==> src/common/ctl_regs_pkg.sv <==
/*
 * Shared constants and types for the memory-mapped control register bank:
 * register offsets, identity values, capability and ring sizing defaults,
 * and the packed structs that carry bus requests and answers.
 * Assumes a single clock and a 32-bit word-addressed bus with byte offsets.
 */
package ctl_regs_pkg;

    // Bus widths
    localparam int unsigned ADDR_W = 12;
    localparam int unsigned DATA_W = 32;

    // Register offsets (byte addresses)
    localparam logic [11:0] OFF_SIGNATURE      = 12'h000;
    localparam logic [11:0] OFF_REVISION       = 12'h004;
    localparam logic [11:0] OFF_DEV_TYPE       = 12'h008;
    localparam logic [11:0] OFF_MAKER          = 12'h00C;
    localparam logic [11:0] OFF_OFFERED_WORD   = 12'h010;
    localparam logic [11:0] OFF_OFFERED_SEL    = 12'h014;
    localparam logic [11:0] OFF_ACCEPTED_WORD  = 12'h020;
    localparam logic [11:0] OFF_ACCEPTED_SEL   = 12'h024;
    localparam logic [11:0] OFF_RING_SELECT    = 12'h030;
    localparam logic [11:0] OFF_RING_LIMIT     = 12'h034;
    localparam logic [11:0] OFF_RING_SIZE      = 12'h038;
    // Device-specific configuration space starts right after the bank
    localparam logic [11:0] OFF_DEV_CONFIG     = 12'h100;

    // Fixed identity words, both values arbitrary; the tag is four ASCII
    // characters, first in byte 0
    localparam logic [31:0] SIGNATURE_VALUE    = {8'h6B, 8'h6E, 8'h61, 8'h62};
    localparam logic [31:0] REVISION_CURRENT   = 32'h0000_0003;

    // Reset values
    localparam logic [31:0] SELECT_RESET       = 32'h0000_0000;
    localparam logic [15:0] RING_SIZE_RESET    = 16'h0000;

    // Read answer for registers that cannot be read
    localparam logic [31:0] READ_ZERO          = 32'h0000_0000;

    // Bus request as seen by the bank
    typedef struct packed {
        logic              rd;
        logic              wr;
        logic [11:0]       addr;
        logic [31:0]       wdata;
    } bus_req_t;

    // Bus answer
    typedef struct packed {
        logic              rvalid;
        logic [31:0]       rdata;
    } bus_rsp_t;

endpackage : ctl_regs_pkg

==> src/hdl/capability_bank.sv <==
/*
 * Windowed capability store: a group of 32-bit words addressed by a select
 * value, one word loaded per write. Used for the accepted capability flags.
 * Assumes the caller qualifies writes and resets through rst_b.
 */
`timescale 1ns/100ps
module capability_bank
    import ctl_regs_pkg::*;
#(
    parameter int unsigned WORDS = 2
) (
    // Clock and reset
    input  wire logic                    clk,
    input  wire logic                    rst_b,
    // Word load
    input  wire logic                    load,
    input  wire logic [31:0]             word_sel,
    input  wire logic [31:0]             word_data,
    // Flat view of all flags
    output logic      [WORDS*32-1:0]     flags
);

    // One flip-flop word per entry, each with its own enable
    for (genvar g = 0; g < WORDS; g++) begin : g_word
        always_ff @(posedge clk or negedge rst_b) begin
            if (!rst_b) begin
                flags[g*32 +: 32] <= 32'h0000_0000;
            end else if (load && word_sel == 32'(g)) begin
                // Selected word takes the whole written value
                flags[g*32 +: 32] <= word_data;
            end
        end
    end

endmodule : capability_bank

==> src/hdl/ctl_regs.sv <==
/*
 * Memory-mapped control register bank, front portion: identity words,
 * offered and accepted capability windows, ring selection and sizing.
 * Assumes a simple synchronous bus: rd or wr held for one cycle with addr
 * and wdata; bank read data returns one cycle later with rvalid, config read data two cycles later. Accesses are
 * whole aligned words. All offsets at or above the device-specific config
 * base are handed to that space through the cfg_* ports.
 */
// Contract
// - Register values presented little-endian on bus.
// - Device config space follows control registers.
// - Offset zero returns fixed ASCII signature word.
// - Read-only interface revision number returned.
// - Read-only device type and maker codes.
// - Offered word read returns selected 32 flags.
// - Offered word select stored, steers reads.
// - Accepted word write sets selected 32 flags.
// - Accepted word select stored, steers writes.
// - Ring select chooses target of ring registers.
// - Ring indices count from zero.
// - Size limit returns max count or zero.
// - Driver-written ring size kept per ring.
`timescale 1ns/100ps
module ctl_regs
    import ctl_regs_pkg::*;
#(
    parameter logic [31:0] DEVICE_TYPE   = 32'h0000_0010,   // Arbitrary value
    parameter logic [31:0] MAKER         = 32'h0000_5A5A,   // Arbitrary value
    parameter int unsigned OFFER_WORDS   = 2,               // Offered windows
    parameter logic [OFFER_WORDS*32-1:0] OFFERED_FLAGS = '0,
    parameter int unsigned RINGS         = 4,               // Rings present
    parameter int unsigned RING_IDX_W    = 2,
    parameter logic [15:0] RING_MAX      = 16'h0100         // Largest count
) (
    // Clock and reset
    input  wire logic                         clk,
    input  wire logic                         rst_b,
    // Register bus
    input  wire logic                         bus_rd,
    input  wire logic                         bus_wr,
    input  wire logic [11:0]                  bus_addr,
    input  wire logic [31:0]                  bus_wdata,
    output logic      [31:0]                  bus_rdata,
    output logic                              bus_rvalid,
    // Device-specific configuration space
    output logic                              cfg_rd,
    output logic                              cfg_wr,
    output logic      [11:0]                  cfg_addr,
    output logic      [31:0]                  cfg_wdata,
    input  wire logic [31:0]                  cfg_rdata,
    // State toward the rest of the device
    output logic      [OFFER_WORDS*32-1:0]    accepted_flags,
    output logic      [31:0]                  ring_select,
    output logic      [15:0]                  ring_size_sel
);

    // Request bundled once so decode reads one struct
    bus_req_t                     req;
    // Stored selects
    logic     [31:0]              offered_word_select;
    logic     [31:0]              accepted_word_select;
    // Write strobes per register
    logic                         wr_offered_sel;
    logic                         wr_accepted_sel;
    logic                         wr_accepted_word;
    logic                         wr_ring_select;
    logic                         wr_ring_size;
    // Ring state
    logic     [RINGS*16-1:0]      ring_sizes;
    logic                         ring_present;
    logic     [RING_IDX_W-1:0]    ring_idx;
    // Read path
    logic     [31:0]              next_rdata;
    logic                         cfg_hit;
    logic                         cfg_pending;
    logic     [31:0]              offered_word;
    logic     [15:0]              next_ring_size;

    assign req = '{rd: bus_rd, wr: bus_wr, addr: bus_addr, wdata: bus_wdata};

    // Anything at or above the config base belongs to the device's own space
    assign cfg_hit = (req.addr >= OFF_DEV_CONFIG);

    // Write strobes; read-only offsets have no strobe, so writes there vanish
    assign wr_offered_sel   = req.wr && req.addr == OFF_OFFERED_SEL;
    assign wr_accepted_sel  = req.wr && req.addr == OFF_ACCEPTED_SEL;
    assign wr_accepted_word = req.wr && req.addr == OFF_ACCEPTED_WORD;
    assign wr_ring_select   = req.wr && req.addr == OFF_RING_SELECT;
    assign wr_ring_size     = req.wr && req.addr == OFF_RING_SIZE;

    // Offered word select
    always_ff @(posedge clk or negedge rst_b) begin
        if (!rst_b) begin
            offered_word_select <= SELECT_RESET;
        end else if (wr_offered_sel) begin
            offered_word_select <= req.wdata;
        end
    end

    // Accepted word select
    always_ff @(posedge clk or negedge rst_b) begin
        if (!rst_b) begin
            accepted_word_select <= SELECT_RESET;
        end else if (wr_accepted_sel) begin
            accepted_word_select <= req.wdata;
        end
    end

    // Ring select; kept full width so an absent index reads limit zero
    always_ff @(posedge clk or negedge rst_b) begin
        if (!rst_b) begin
            ring_select <= SELECT_RESET;
        end else if (wr_ring_select) begin
            ring_select <= req.wdata;
        end
    end

    // Index zero is the first ring; values of RINGS and above are absent
    assign ring_present = (ring_select < 32'(RINGS));
    assign ring_idx     = ring_select[RING_IDX_W-1:0];

    // Accepted capability flags, windowed by the accepted select
    capability_bank #(
        .WORDS      (OFFER_WORDS)
    ) u_accepted (
        .clk        (clk),
        .rst_b      (rst_b),
        .load       (wr_accepted_word),
        .word_sel   (accepted_word_select),
        .word_data  (req.wdata),
        .flags      (accepted_flags)
    );

    // Sizes only land for rings that exist; others drop silently
    ring_size_table #(
        .RINGS      (RINGS),
        .IDX_W      (RING_IDX_W)
    ) u_sizes (
        .clk        (clk),
        .rst_b      (rst_b),
        .load       (wr_ring_size && ring_present),
        .idx        (ring_idx),
        .size_in    (req.wdata[15:0]),
        .sizes      (ring_sizes)
    );

    // Size of the selected ring, registered for the outside
    assign next_ring_size = ring_present ? ring_sizes[ring_idx*16 +: 16] : 16'h0000;

    always_ff @(posedge clk or negedge rst_b) begin
        if (!rst_b) begin
            ring_size_sel <= RING_SIZE_RESET;
        end else begin
            ring_size_sel <= next_ring_size;
        end
    end

    // Offered window; a select past the stored words reads all zero
    always_comb begin
        offered_word = 32'h0000_0000;
        for (int i = 0; i < OFFER_WORDS; i++) begin
            if (offered_word_select == 32'(i)) begin
                offered_word = OFFERED_FLAGS[i*32 +: 32];
            end
        end
    end

    // Read mux; bus byte 0 is bits 7:0, so words go out little-endian
    always_comb begin
        case (req.addr)
            OFF_SIGNATURE:    next_rdata = SIGNATURE_VALUE;
            OFF_REVISION:     next_rdata = REVISION_CURRENT;
            OFF_DEV_TYPE:     next_rdata = DEVICE_TYPE;
            OFF_MAKER:        next_rdata = MAKER;
            OFF_OFFERED_WORD: next_rdata = offered_word;
            OFF_RING_LIMIT: begin
                // Zero tells software the ring does not exist
                next_rdata = ring_present ? {16'h0000, RING_MAX} : READ_ZERO;
            end
            // Write-only and unmapped offsets read as zero
            default:          next_rdata = READ_ZERO;
        endcase
    end

    // Config space pass-through, registered so outputs come from flops
    always_ff @(posedge clk or negedge rst_b) begin
        if (!rst_b) begin
            cfg_rd    <= 1'b0;
            cfg_wr    <= 1'b0;
            cfg_addr  <= 12'h000;
            cfg_wdata <= 32'h0000_0000;
        end else begin
            cfg_rd    <= req.rd && cfg_hit;
            cfg_wr    <= req.wr && cfg_hit;
            cfg_addr  <= req.addr - OFF_DEV_CONFIG;
            cfg_wdata <= req.wdata;
        end
    end

    // Config reads answer one cycle after the forwarded strobe
    always_ff @(posedge clk or negedge rst_b) begin
        if (!rst_b) begin
            cfg_pending <= 1'b0;
        end else begin
            cfg_pending <= req.rd && cfg_hit;
        end
    end

    // Read answer: bank reads take one cycle, config reads take two
    always_ff @(posedge clk or negedge rst_b) begin
        if (!rst_b) begin
            bus_rvalid <= 1'b0;
            bus_rdata  <= 32'h0000_0000;
        end else if (cfg_pending) begin
            bus_rvalid <= 1'b1;
            bus_rdata  <= cfg_rdata;
        end else if (req.rd && !cfg_hit) begin
            bus_rvalid <= 1'b1;
            bus_rdata  <= next_rdata;
        end else begin
            bus_rvalid <= 1'b0;
        end
    end

    // Assertions

    // Signature answers one cycle after the read
    a_signature_read: assert property (@(posedge clk) disable iff (!rst_b)
        req.rd && req.addr == OFF_SIGNATURE
        |=> bus_rvalid && bus_rdata == SIGNATURE_VALUE)
        else $error("signature word wrong");

    // Leading tag character b sits in bits 7:0
    a_sig_byte_order: assert property (@(posedge clk) disable iff (!rst_b)
        req.rd && req.addr == OFF_SIGNATURE
        |=> bus_rdata[7:0] == 8'h62)
        else $error("signature byte 0 wrong");

    // Revision is a fixed word
    a_revision_read: assert property (@(posedge clk) disable iff (!rst_b)
        req.rd && req.addr == OFF_REVISION
        |=> bus_rdata == REVISION_CURRENT)
        else $error("revision wrong");

    // Maker code reads back the parameter
    a_ident_read: assert property (@(posedge clk) disable iff (!rst_b)
        req.rd && req.addr == OFF_MAKER
        |=> bus_rdata == MAKER)
        else $error("maker code wrong");

    // Device type reads back the parameter
    a_type_read: assert property (@(posedge clk) disable iff (!rst_b)
        req.rd && req.addr == OFF_DEV_TYPE
        |=> bus_rvalid && bus_rdata == DEVICE_TYPE)
        else $error("device type code wrong");

    // Offered select keeps the written value
    a_offered_sel_held: assert property (@(posedge clk) disable iff (!rst_b)
        wr_offered_sel
        |=> offered_word_select == $past(req.wdata))
        else $error("offered select not stored");

    // Select zero shows the low offered word
    a_offered_window: assert property (@(posedge clk) disable iff (!rst_b)
        req.rd && req.addr == OFF_OFFERED_WORD && offered_word_select == 32'h0
        |=> bus_rdata == OFFERED_FLAGS[31:0])
        else $error("offered window wrong");

    // Highest select shows the top offered word
    a_offered_upper: assert property (@(posedge clk) disable iff (!rst_b)
        req.rd && req.addr == OFF_OFFERED_WORD && offered_word_select == 32'(OFFER_WORDS - 1)
        |=> bus_rdata == OFFERED_FLAGS[OFFER_WORDS*32-1 -: 32])
        else $error("offered upper window wrong");

    // Select zero loads the low accepted word
    a_accepted_load: assert property (@(posedge clk) disable iff (!rst_b)
        wr_accepted_word && accepted_word_select == 32'h0
        |=> accepted_flags[31:0] == $past(req.wdata))
        else $error("accepted word not loaded");

    // Select one leaves the low word alone
    a_accepted_sel_one: assert property (@(posedge clk) disable iff (!rst_b)
        wr_accepted_word && accepted_word_select == 32'h1
        |=> $stable(accepted_flags[31:0]))
        else $error("accepted select steered wrong word");

    // Writing zero selects the first ring
    a_ring_zero_first: assert property (@(posedge clk) disable iff (!rst_b)
        wr_ring_select && req.wdata == 32'h0 ##1 !wr_ring_select ##1 wr_ring_size
        |=> ##1 ring_size_sel == ring_sizes[15:0])
        else $error("ring zero not first");

    // Absent ring reports limit zero
    a_limit_absent: assert property (@(posedge clk) disable iff (!rst_b)
        req.rd && req.addr == OFF_RING_LIMIT && !ring_present
        |=> bus_rdata == 32'h0)
        else $error("absent ring limit not zero");

    // Present ring reports the largest count
    a_limit_present: assert property (@(posedge clk) disable iff (!rst_b)
        req.rd && req.addr == OFF_RING_LIMIT && ring_present
        |=> bus_rdata == {16'h0000, RING_MAX})
        else $error("present ring limit wrong");

    // Size write lands in the selected ring
    a_size_kept: assert property (@(posedge clk) disable iff (!rst_b)
        wr_ring_size && ring_present
        |=> ##1 ring_size_sel == $past(req.wdata[15:0], 2))
        else $error("ring size not kept");

    // Write-only places read as zero
    a_wo_reads_zero: assert property (@(posedge clk) disable iff (!rst_b)
        req.rd && (req.addr == OFF_RING_SIZE || req.addr == OFF_ACCEPTED_SEL)
        |=> bus_rdata == 32'h0)
        else $error("write-only read not zero");

    // Config reads leave the bank, answer a cycle late
    a_cfg_forward: assert property (@(posedge clk) disable iff (!rst_b)
        req.rd && cfg_hit
        |=> cfg_rd ##1 bus_rvalid)
        else $error("config read not forwarded");

    // Config writes carry offset and data along
    a_cfg_write_fwd: assert property (@(posedge clk) disable iff (!rst_b)
        req.wr && cfg_hit
        |=> cfg_wr && cfg_addr + OFF_DEV_CONFIG == $past(req.addr) && cfg_wdata == $past(req.wdata))
        else $error("config write not forwarded");

    // Release of reset finds ring select and accepted flags clear
    a_reset_clear: assert property (@(posedge clk)
        $rose(rst_b)
        |-> ring_select == 32'h0 && accepted_flags == '0)
        else $error("reset state not zero");

    // Main scenarios
    c_signature:  cover property (@(posedge clk) disable iff (!rst_b)
        req.rd && req.addr == OFF_SIGNATURE);

    c_accept_hi:  cover property (@(posedge clk) disable iff (!rst_b)
        wr_accepted_word && accepted_word_select == 32'h1);

    c_ring_setup: cover property (@(posedge clk) disable iff (!rst_b)
        wr_ring_select ##[1:4] wr_ring_size);

    c_cfg_read:   cover property (@(posedge clk) disable iff (!rst_b)
        req.rd && cfg_hit);

endmodule : ctl_regs

==> src/hdl/ring_size_table.sv <==
/*
 * Per-ring size store: one element count per ring, written at the selected
 * index, read back as a flat view of every entry for the rest of the device.
 * Assumes indices beyond the ring count are filtered by the caller.
 */
`timescale 1ns/100ps
module ring_size_table
    import ctl_regs_pkg::*;
#(
    parameter int unsigned RINGS  = 4,
    parameter int unsigned IDX_W  = 2
) (
    // Clock and reset
    input  wire logic                    clk,
    input  wire logic                    rst_b,
    // Write port
    input  wire logic                    load,
    input  wire logic [IDX_W-1:0]        idx,
    input  wire logic [15:0]             size_in,
    // Flat view of every ring size
    output logic      [RINGS*16-1:0]     sizes
);

    // One 16-bit entry per ring
    for (genvar g = 0; g < RINGS; g++) begin : g_ring
        always_ff @(posedge clk or negedge rst_b) begin
            if (!rst_b) begin
                sizes[g*16 +: 16] <= RING_SIZE_RESET;
            end else if (load && idx == IDX_W'(g)) begin
                sizes[g*16 +: 16] <= size_in;
            end
        end
    end

endmodule : ring_size_table

==> config.mk <==
export PLATFORM = sky130hd
export DESIGN_NAME = ctl_regs
export DESIGN_NICKNAME = d
export VERILOG_FILES = /design/src/common/ctl_regs_pkg.sv /design/src/hdl/capability_bank.sv /design/src/hdl/ctl_regs.sv /design/src/hdl/ring_size_table.sv
export SDC_FILE = /design/constraint.sdc
export NUM_CORES = 1
export LEC_CHECK = 0
export ABC_CLOCK_PERIOD_IN_PS = 5400
export BUFFER_PORTS_ARGS = -buffer_cell sky130_fd_sc_hd__buf_2
export CELL_PAD_IN_SITES_DETAIL_PLACEMENT = 1
export CELL_PAD_IN_SITES_GLOBAL_PLACEMENT = 1
export CORE_ASPECT_RATIO = 0.5
export CORE_MARGIN = 2
export CORE_UTILIZATION = 47
export CTS_BUF_LIST = sky130_fd_sc_hd__clkbuf_8 sky130_fd_sc_hd__clkbuf_16
export CTS_CLUSTER_DIAMETER = 30
export DETAILED_ROUTE_END_ITERATION = 8
export GPL_TIMING_DRIVEN = 1
export HOLD_SLACK_MARGIN = 0.1
export MAX_ROUTING_LAYER = met4
export PLACE_DENSITY = 0.82
export SYNTH_ARGS = -nofsm -noshare
export SYNTH_HDL_FRONTEND = slang
export SYNTH_HIERARCHICAL = 1
export SYNTH_SLANG_ARGS = --single-unit
==> constraint.sdc <==
create_clock -name clk -period 5.4 [get_ports clk]
set_input_delay 1.08 -clock clk [delete_from_list [all_inputs] [get_ports clk]]
set_output_delay 1.08 -clock clk [all_outputs]
set_load 0.1 [all_outputs]
Word-level counts from Yosys, hierarchy flattened
Cells that the tools add are included.
- bits in registers: 287
- input bits: 80
- output and inout port bits: 191
- word-level logic and storage cells: 57
- add/sub/neg operators: 1
- $lt $le $gt $ge: 2
- equality and inequality tests: 12
- shift-type cells: 1
- mux-type cells: 7
- reductions and logical operators: 19
- operator list (cell ; number):
    $pmux W31 S5 ; 1
    $mux W32 ; 2
    $shiftx A64 B7 Y16 ; 1
    $eq A12 B6 Y1 const B ; 5
    $eq A32 B1 Y1 const B ; 1
    $logic_not A32 Y1 ; 1
    $lt A32 B3 Y1 const B ; 1
    $eq A12 B4 Y1 const B ; 2
    $mux W16 ; 1
    $logic_and A1 B1 Y1 ; 14
    $eq A12 B3 Y1 const B ; 1
    $ge A12 B9 Y1 const B ; 1
    $logic_not A12 Y1 ; 1
    $sub A12 B9 Y12 const B ; 1
    $mux W9 ; 1
    $eq A2 B2 Y1 const B ; 2
    $eq A2 B1 Y1 const B ; 1
    $logic_not A2 Y1 ; 1
    $mux W1 ; 2
    $reduce_bool A2 Y1 ; 1
    $logic_not A1 Y1 ; 1

Logic depth before layout (Yosys ltp)
- word-level depth: 5
- depth in mapped cells: 10
- mapped depth without buffers: 9

By module
The synthesis kept the hierarchy.
- by module, submodules not included (module ; instances ; cells an instance ; area each (um2) ; sequential area each (um2)):
    ctl_regs ; 1 ; 432 ; 6324.8 ; 3978.8
    capability_bank ; 1 ; 147 ; 2497.4 ; 1601.5
    ring_size_table ; 1 ; 136 ; 2411.1 ; 1601.5

Worst setup path before layout
OpenSTA, ideal clock, no wires.
- path type: register to register
- from: reg ring_select[28]
- to: reg u_sizes.sizes[10]
- library setup time: 0.125 ns
- arrival time: 3.547 ns
- required time: 5.275 ns
- path slack: 1.728 ns
- cell stages (with the launch flop): 9
- path buffers: 2
- period minus slack after synthesis: 3.672 ns
- path through: dfrtp_1 -> or4_1 -> nor3_1 -> nand4_1 -> clkbuf_2 -> nor4_1 -> nor3b_4 -> buf_6 -> mux2_2
- longest elaborated chain between the ends: 3
- RTL lines (element ; RTL line ; RTL):
    from (decl) ; ctl_regs.sv:53 ; output logic [31:0] ring_select,
    from (signal assigned) ; ctl_regs.sv:114 ; ring_select <= req.wdata;
    $lt A32 B3 Y1 ; ctl_regs.sv:119 ; assign ring_present = (ring_select < 32'(RINGS));
    $logic_and A1 B1 Y1 ; ctl_regs.sv:141 ; .load (wr_ring_size && ring_present),
    $logic_and A1 B1 Y1 ; ring_size_table.sv:29 ; end else if (load && idx == IDX_W'(g)) begin
    to (signal, indexed assignment) ; ring_size_table.sv:30 ; sizes[g*16 +: 16] <= size_in;
    to (decl) ; ring_size_table.sv:21 ; output logic [RINGS*16-1:0] sizes
Every way passes these cells.
A chain may end at the register's enable or synchronous reset.

Worst setup path after layout
- from: in bus_addr[8]
- to: reg u_accepted.flags[25]
- longest elaborated chain between the ends: 3
- RTL lines (element ; RTL line ; RTL):
    from (decl) ; ctl_regs.sv:41 ; input wire logic [11:0] bus_addr,
    $eq A12 B6 Y1 ; ctl_regs.sv:87 ; assign wr_accepted_word = req.wr && req.addr == OFF_ACCEPTED_WORD;
    $logic_and A1 B1 Y1 ; ctl_regs.sv:87 ;
    net wr_accepted_word ; ctl_regs.sv:65 ; logic wr_accepted_word;
    $logic_and A1 B1 Y1 ; capability_bank.sv:28 ; end else if (load && word_sel == 32'(g)) begin
    to (signal, indexed assignment) ; capability_bank.sv:30 ; flags[g*32 +: 32] <= word_data;
    to (decl) ; capability_bank.sv:20 ; output logic [WORDS*32-1:0] flags
The timed path passes the listed nets, and every way through them passes these cells.

==> flow_metrics.tcl <==
set metrics [dict create \
    grt_max_degree 103 \
    place.gp.congestion 0.7753 \
    dr.pass1.iters 4 \
    vias_per_cell 5.476 \
    via_count 7311 \
    setup_tns_ns 0 \
    pwr_density_cell_nw_per_um2 383.4 \
    hpwl_mm 20.62 \
    io-pin-count 271 \
    fin_crit_ns 3.895 \
    wirelength_mm 32.60 \
    combPwrFrac_pct 11.1 \
    cp-end-kind "flop" \
    root_buffer "clkbuf_16" \
    cts_resized 0 \
    seq_power_share_pct 41.1 \
    grt_pass1_vias 8296 \
    ys_async_sr_fraction_pct 100.0 \
    synth.cell_area_um2 11230 \
    critPathRequiredTime_ns 5.78 \
    worst_slack_ns 1.505 \
    antenna_cells 0 \
    startpoint_type "input pin" \
    die_w_um 222.6 \
    synth_area_leaders "dfrtp_1, mux2_2, mux2_4" \
    p_sw_share_pct 28.02 \
    numPortBuffers 270 \
    status "completed" \
    dieArea_um2 25230 \
    p_sw_mw 1.517 \
    ir_drop_mv 0.1847 \
    setup_viol 0 \
    grt_usage_pct 26.92 \
    final-seq-area_um2 7182 \
    routedWlPerCell_um 24.42 \
    start_util_pct 48.57 \
    cts_buffers 36 \
    postCtsSetupBuffers 0 \
    fmax_ghz 0.2568 \
    drt_drc_violations_left 0 \
    synth_edf_count 0 \
    clock_skew_ns 0.01254 \
    dr.first_iter.drc_count 409 \
    intPower_mw 3.896 \
    finalHoldViolations 0 \
    syn2layout_area_growth_pct 25.68 \
    multi_input_area_um2 3776 \
    syn_inst 715 \
    grt-ovfl-total 0 \
    yosysTopAreaCell "dfrtp_1" \
    synth.net_count 798 \
    cts.sinks 287 \
    holdBufCountCts 0 \
    path_clk_slew_ns 0.06 \
    grt_pass1_wl_mm 50.24 \
    rsz0062_at_grt "false" \
    crit_type "input pin to flop" \
    ys_seq_elements 287 \
    ys_seq_area_share_pct 63.93 \
    clock_latency_ns 0.51 \
    die_y_um 113.3 \
    synth_top_area_share_pct 63.93 \
    ctsLongestPathBuffers 3 \
    ant_nets 0 \
    fin_crit_sh_pct 72.12 \
    cp_max_fo 21 \
    max-slew-margin-rel_pct 19.72 \
    ys.warnings.count 6 \
    maxCapViolations 0 \
    post-place-ws_ns 1.075 \
    leakage_nw 7.568 \
    std_cell_rows 39 \
    synthFlopType "dfrtp_1" \
    drive_gt1_share_pct 54.67 \
    grt_antenna_before_repair 0 \
    crit_arrival_ns 4.28 \
    min_path_type "flop to flop" \
    finalNetCount 1085 \
    avgSynthCellArea_um2 15.71 \
    htreeDepth 2 \
    slew_viol_final 0 \
    clkPwrFrac_pct 47.9 \
    synth.distinct_cells 55 \
    core-area_um2 23130 \
    power_mw 5.413 \
    nFillCells 2230 \
    cts_tree "built" \
    worst_slew_pin_slew_ns 1.204 \
]
==> logic make-up (layout without fill, tap and decap cells) <==
logic type	count (synthesis)	in the layout	synth area share, %
and+or+nand+nor	135	135	7.452
buffers and inverters	40	353	2.540
muxes	209	209	23.55
xor gates and xnor gates	2	2	0.1560
AOI/OAI and AO/OA	39	39	2.038
adders and majority gates	3	3	0.3342
DFF	287	287	63.93
==> registers in the layout, indices dropped and copies added, names as in the netlist <==
register	cells
cfg_wdata	32
ring_size_sel	16
cfg_addr	12
ring_select	32
u_sizes/sizes	64
u_accepted/flags	64
cfg_wr	1
bus_rdata	32
accepted_word_select	32
cfg_pending	1
bus_rvalid	1
==> area by class of cell <==
cell class,instances,area share (%)
sequential,287,50.87
timing repair buffer,281,10.32
multi-input combinational,388,26.75
clock buffer,37,6.558
clock inverter,27,2.579
tap,307,2.721
inverter,8,0.2127
==> worst max-delay path, stage by stage <==
cell     delay (ns)
buf_2          0.12
inv_1          0.09
ha_1           0.22
and2_2         0.20
nand4_4        0.12
nor3_1         0.37
nor4b_2        0.27
nand4_1        0.26
nor3_4         0.70
buf_4          0.44
mux2_2         0.38
==> layout by cell type, fill, tap and decap left out, types with 6 or more instances in the layout <==
| cell | synthesis | layout |
|---|---|---|
| clkbuf_16 | 0 | 37 |
| o21ai_0 | 11 | 11 |
| mux2_2 | 155 | 155 |
| dfrtp_1 | 287 | 287 |
| mux4_2 | 16 | 16 |
| mux2_1 | 7 | 7 |
| inv_1 | 8 | 8 |
| a21oi_1 | 17 | 17 |
| bufinv_16 | 0 | 7 |
| buf_4 | 1 | 10 |
| nand2_1 | 44 | 44 |
| mux2_4 | 30 | 30 |
| nor4_1 | 15 | 15 |
| buf_2 | 9 | 269 |
| and2b_1 | 6 | 6 |
| nor2b_1 | 27 | 27 |
==> layer usage <==
metal	GRT usage (%)	part of all wire, %	vias up
li1	-	-	3133
met5	-	0	-
met3	6.596	6.1	71
met2	45.02	50	243
met4	9.128	3.0	0
met1	32.34	41	3864
==> final timing paths <==
| check | from | to | slack (ns) | cells after the start |
|---|---|---|---|---|
| max | bus_addr[8] | u_accepted/flags[25] | 1.51 | 11 |
| min | u_sizes/sizes[62] | u_sizes/sizes[62] | 0.50 | 1 |
| max reg2reg | ring_select[14] | u_sizes/sizes[8] | 1.63 | 8 |
| min reg2reg | u_sizes/sizes[62] | u_sizes/sizes[62] | 0.50 | 1 |
| max in group asynchronous | rst_b | ring_size_sel[0] | 3.64 | 2 |
| min in group asynchronous | rst_b | u_accepted/flags[10] | 0.53 | 1 |
==> stage by stage <==
| step | hold slack [ns] | std cells | utilization (%) | instance area, µm² |
|---|---|---|---|---|
| floorplan | 0.4585 | 715 | - | 11230 |
| global placement | 0.4647 | 1271 | 55.46 | 12830 |
| detailed placement | 0.4856 | 1271 | 55.46 | 12830 |
| CTS | 0.5011 | 1335 | 61.04 | 14120 |
| global route | 0.5072 | 1335 | 61.04 | 14120 |
| finish | 0.4989 | 1335 | 61.04 | 14120 |
==> power groups by stage <==
stage | logic, mW | registers, mW | clock network [mW]
3_3_place_gp | 0.591 | 2.26 | 0
4_1_cts | 0.604 | 2.22 | 2.64
2_1_floorplan | 0.0631 | 2.61 | 0
6_report | 0.600 | 2.22 | 2.59
3_5_place_dp | 0.600 | 2.26 | 0
5_1_grt | 0.625 | 2.23 | 2.73
==> cell usage after synthesis (3+ instances only) <==
| library cell | count |
|---|---|
| a21oi_1 | 17 |
| and2b_1 | 6 |
| buf_12 | 3 |
| buf_2 | 9 |
| buf_6 | 8 |
| clkbuf_1 | 9 |
| dfrtp_1 | 287 |
| ha_1 | 3 |
| inv_1 | 8 |
| mux2_1 | 7 |
| mux2_2 | 155 |
| mux2_4 | 30 |
| mux4_2 | 16 |
| nand2_1 | 44 |
| nand3_1 | 5 |
| nand4_1 | 3 |
| nor2_1 | 3 |
| nor2b_1 | 27 |
| nor3_1 | 4 |
| nor4_1 | 15 |
| o21ai_0 | 11 |
| or3_1 | 4 |
Note: power is estimated with default switching activity, not from simulation.
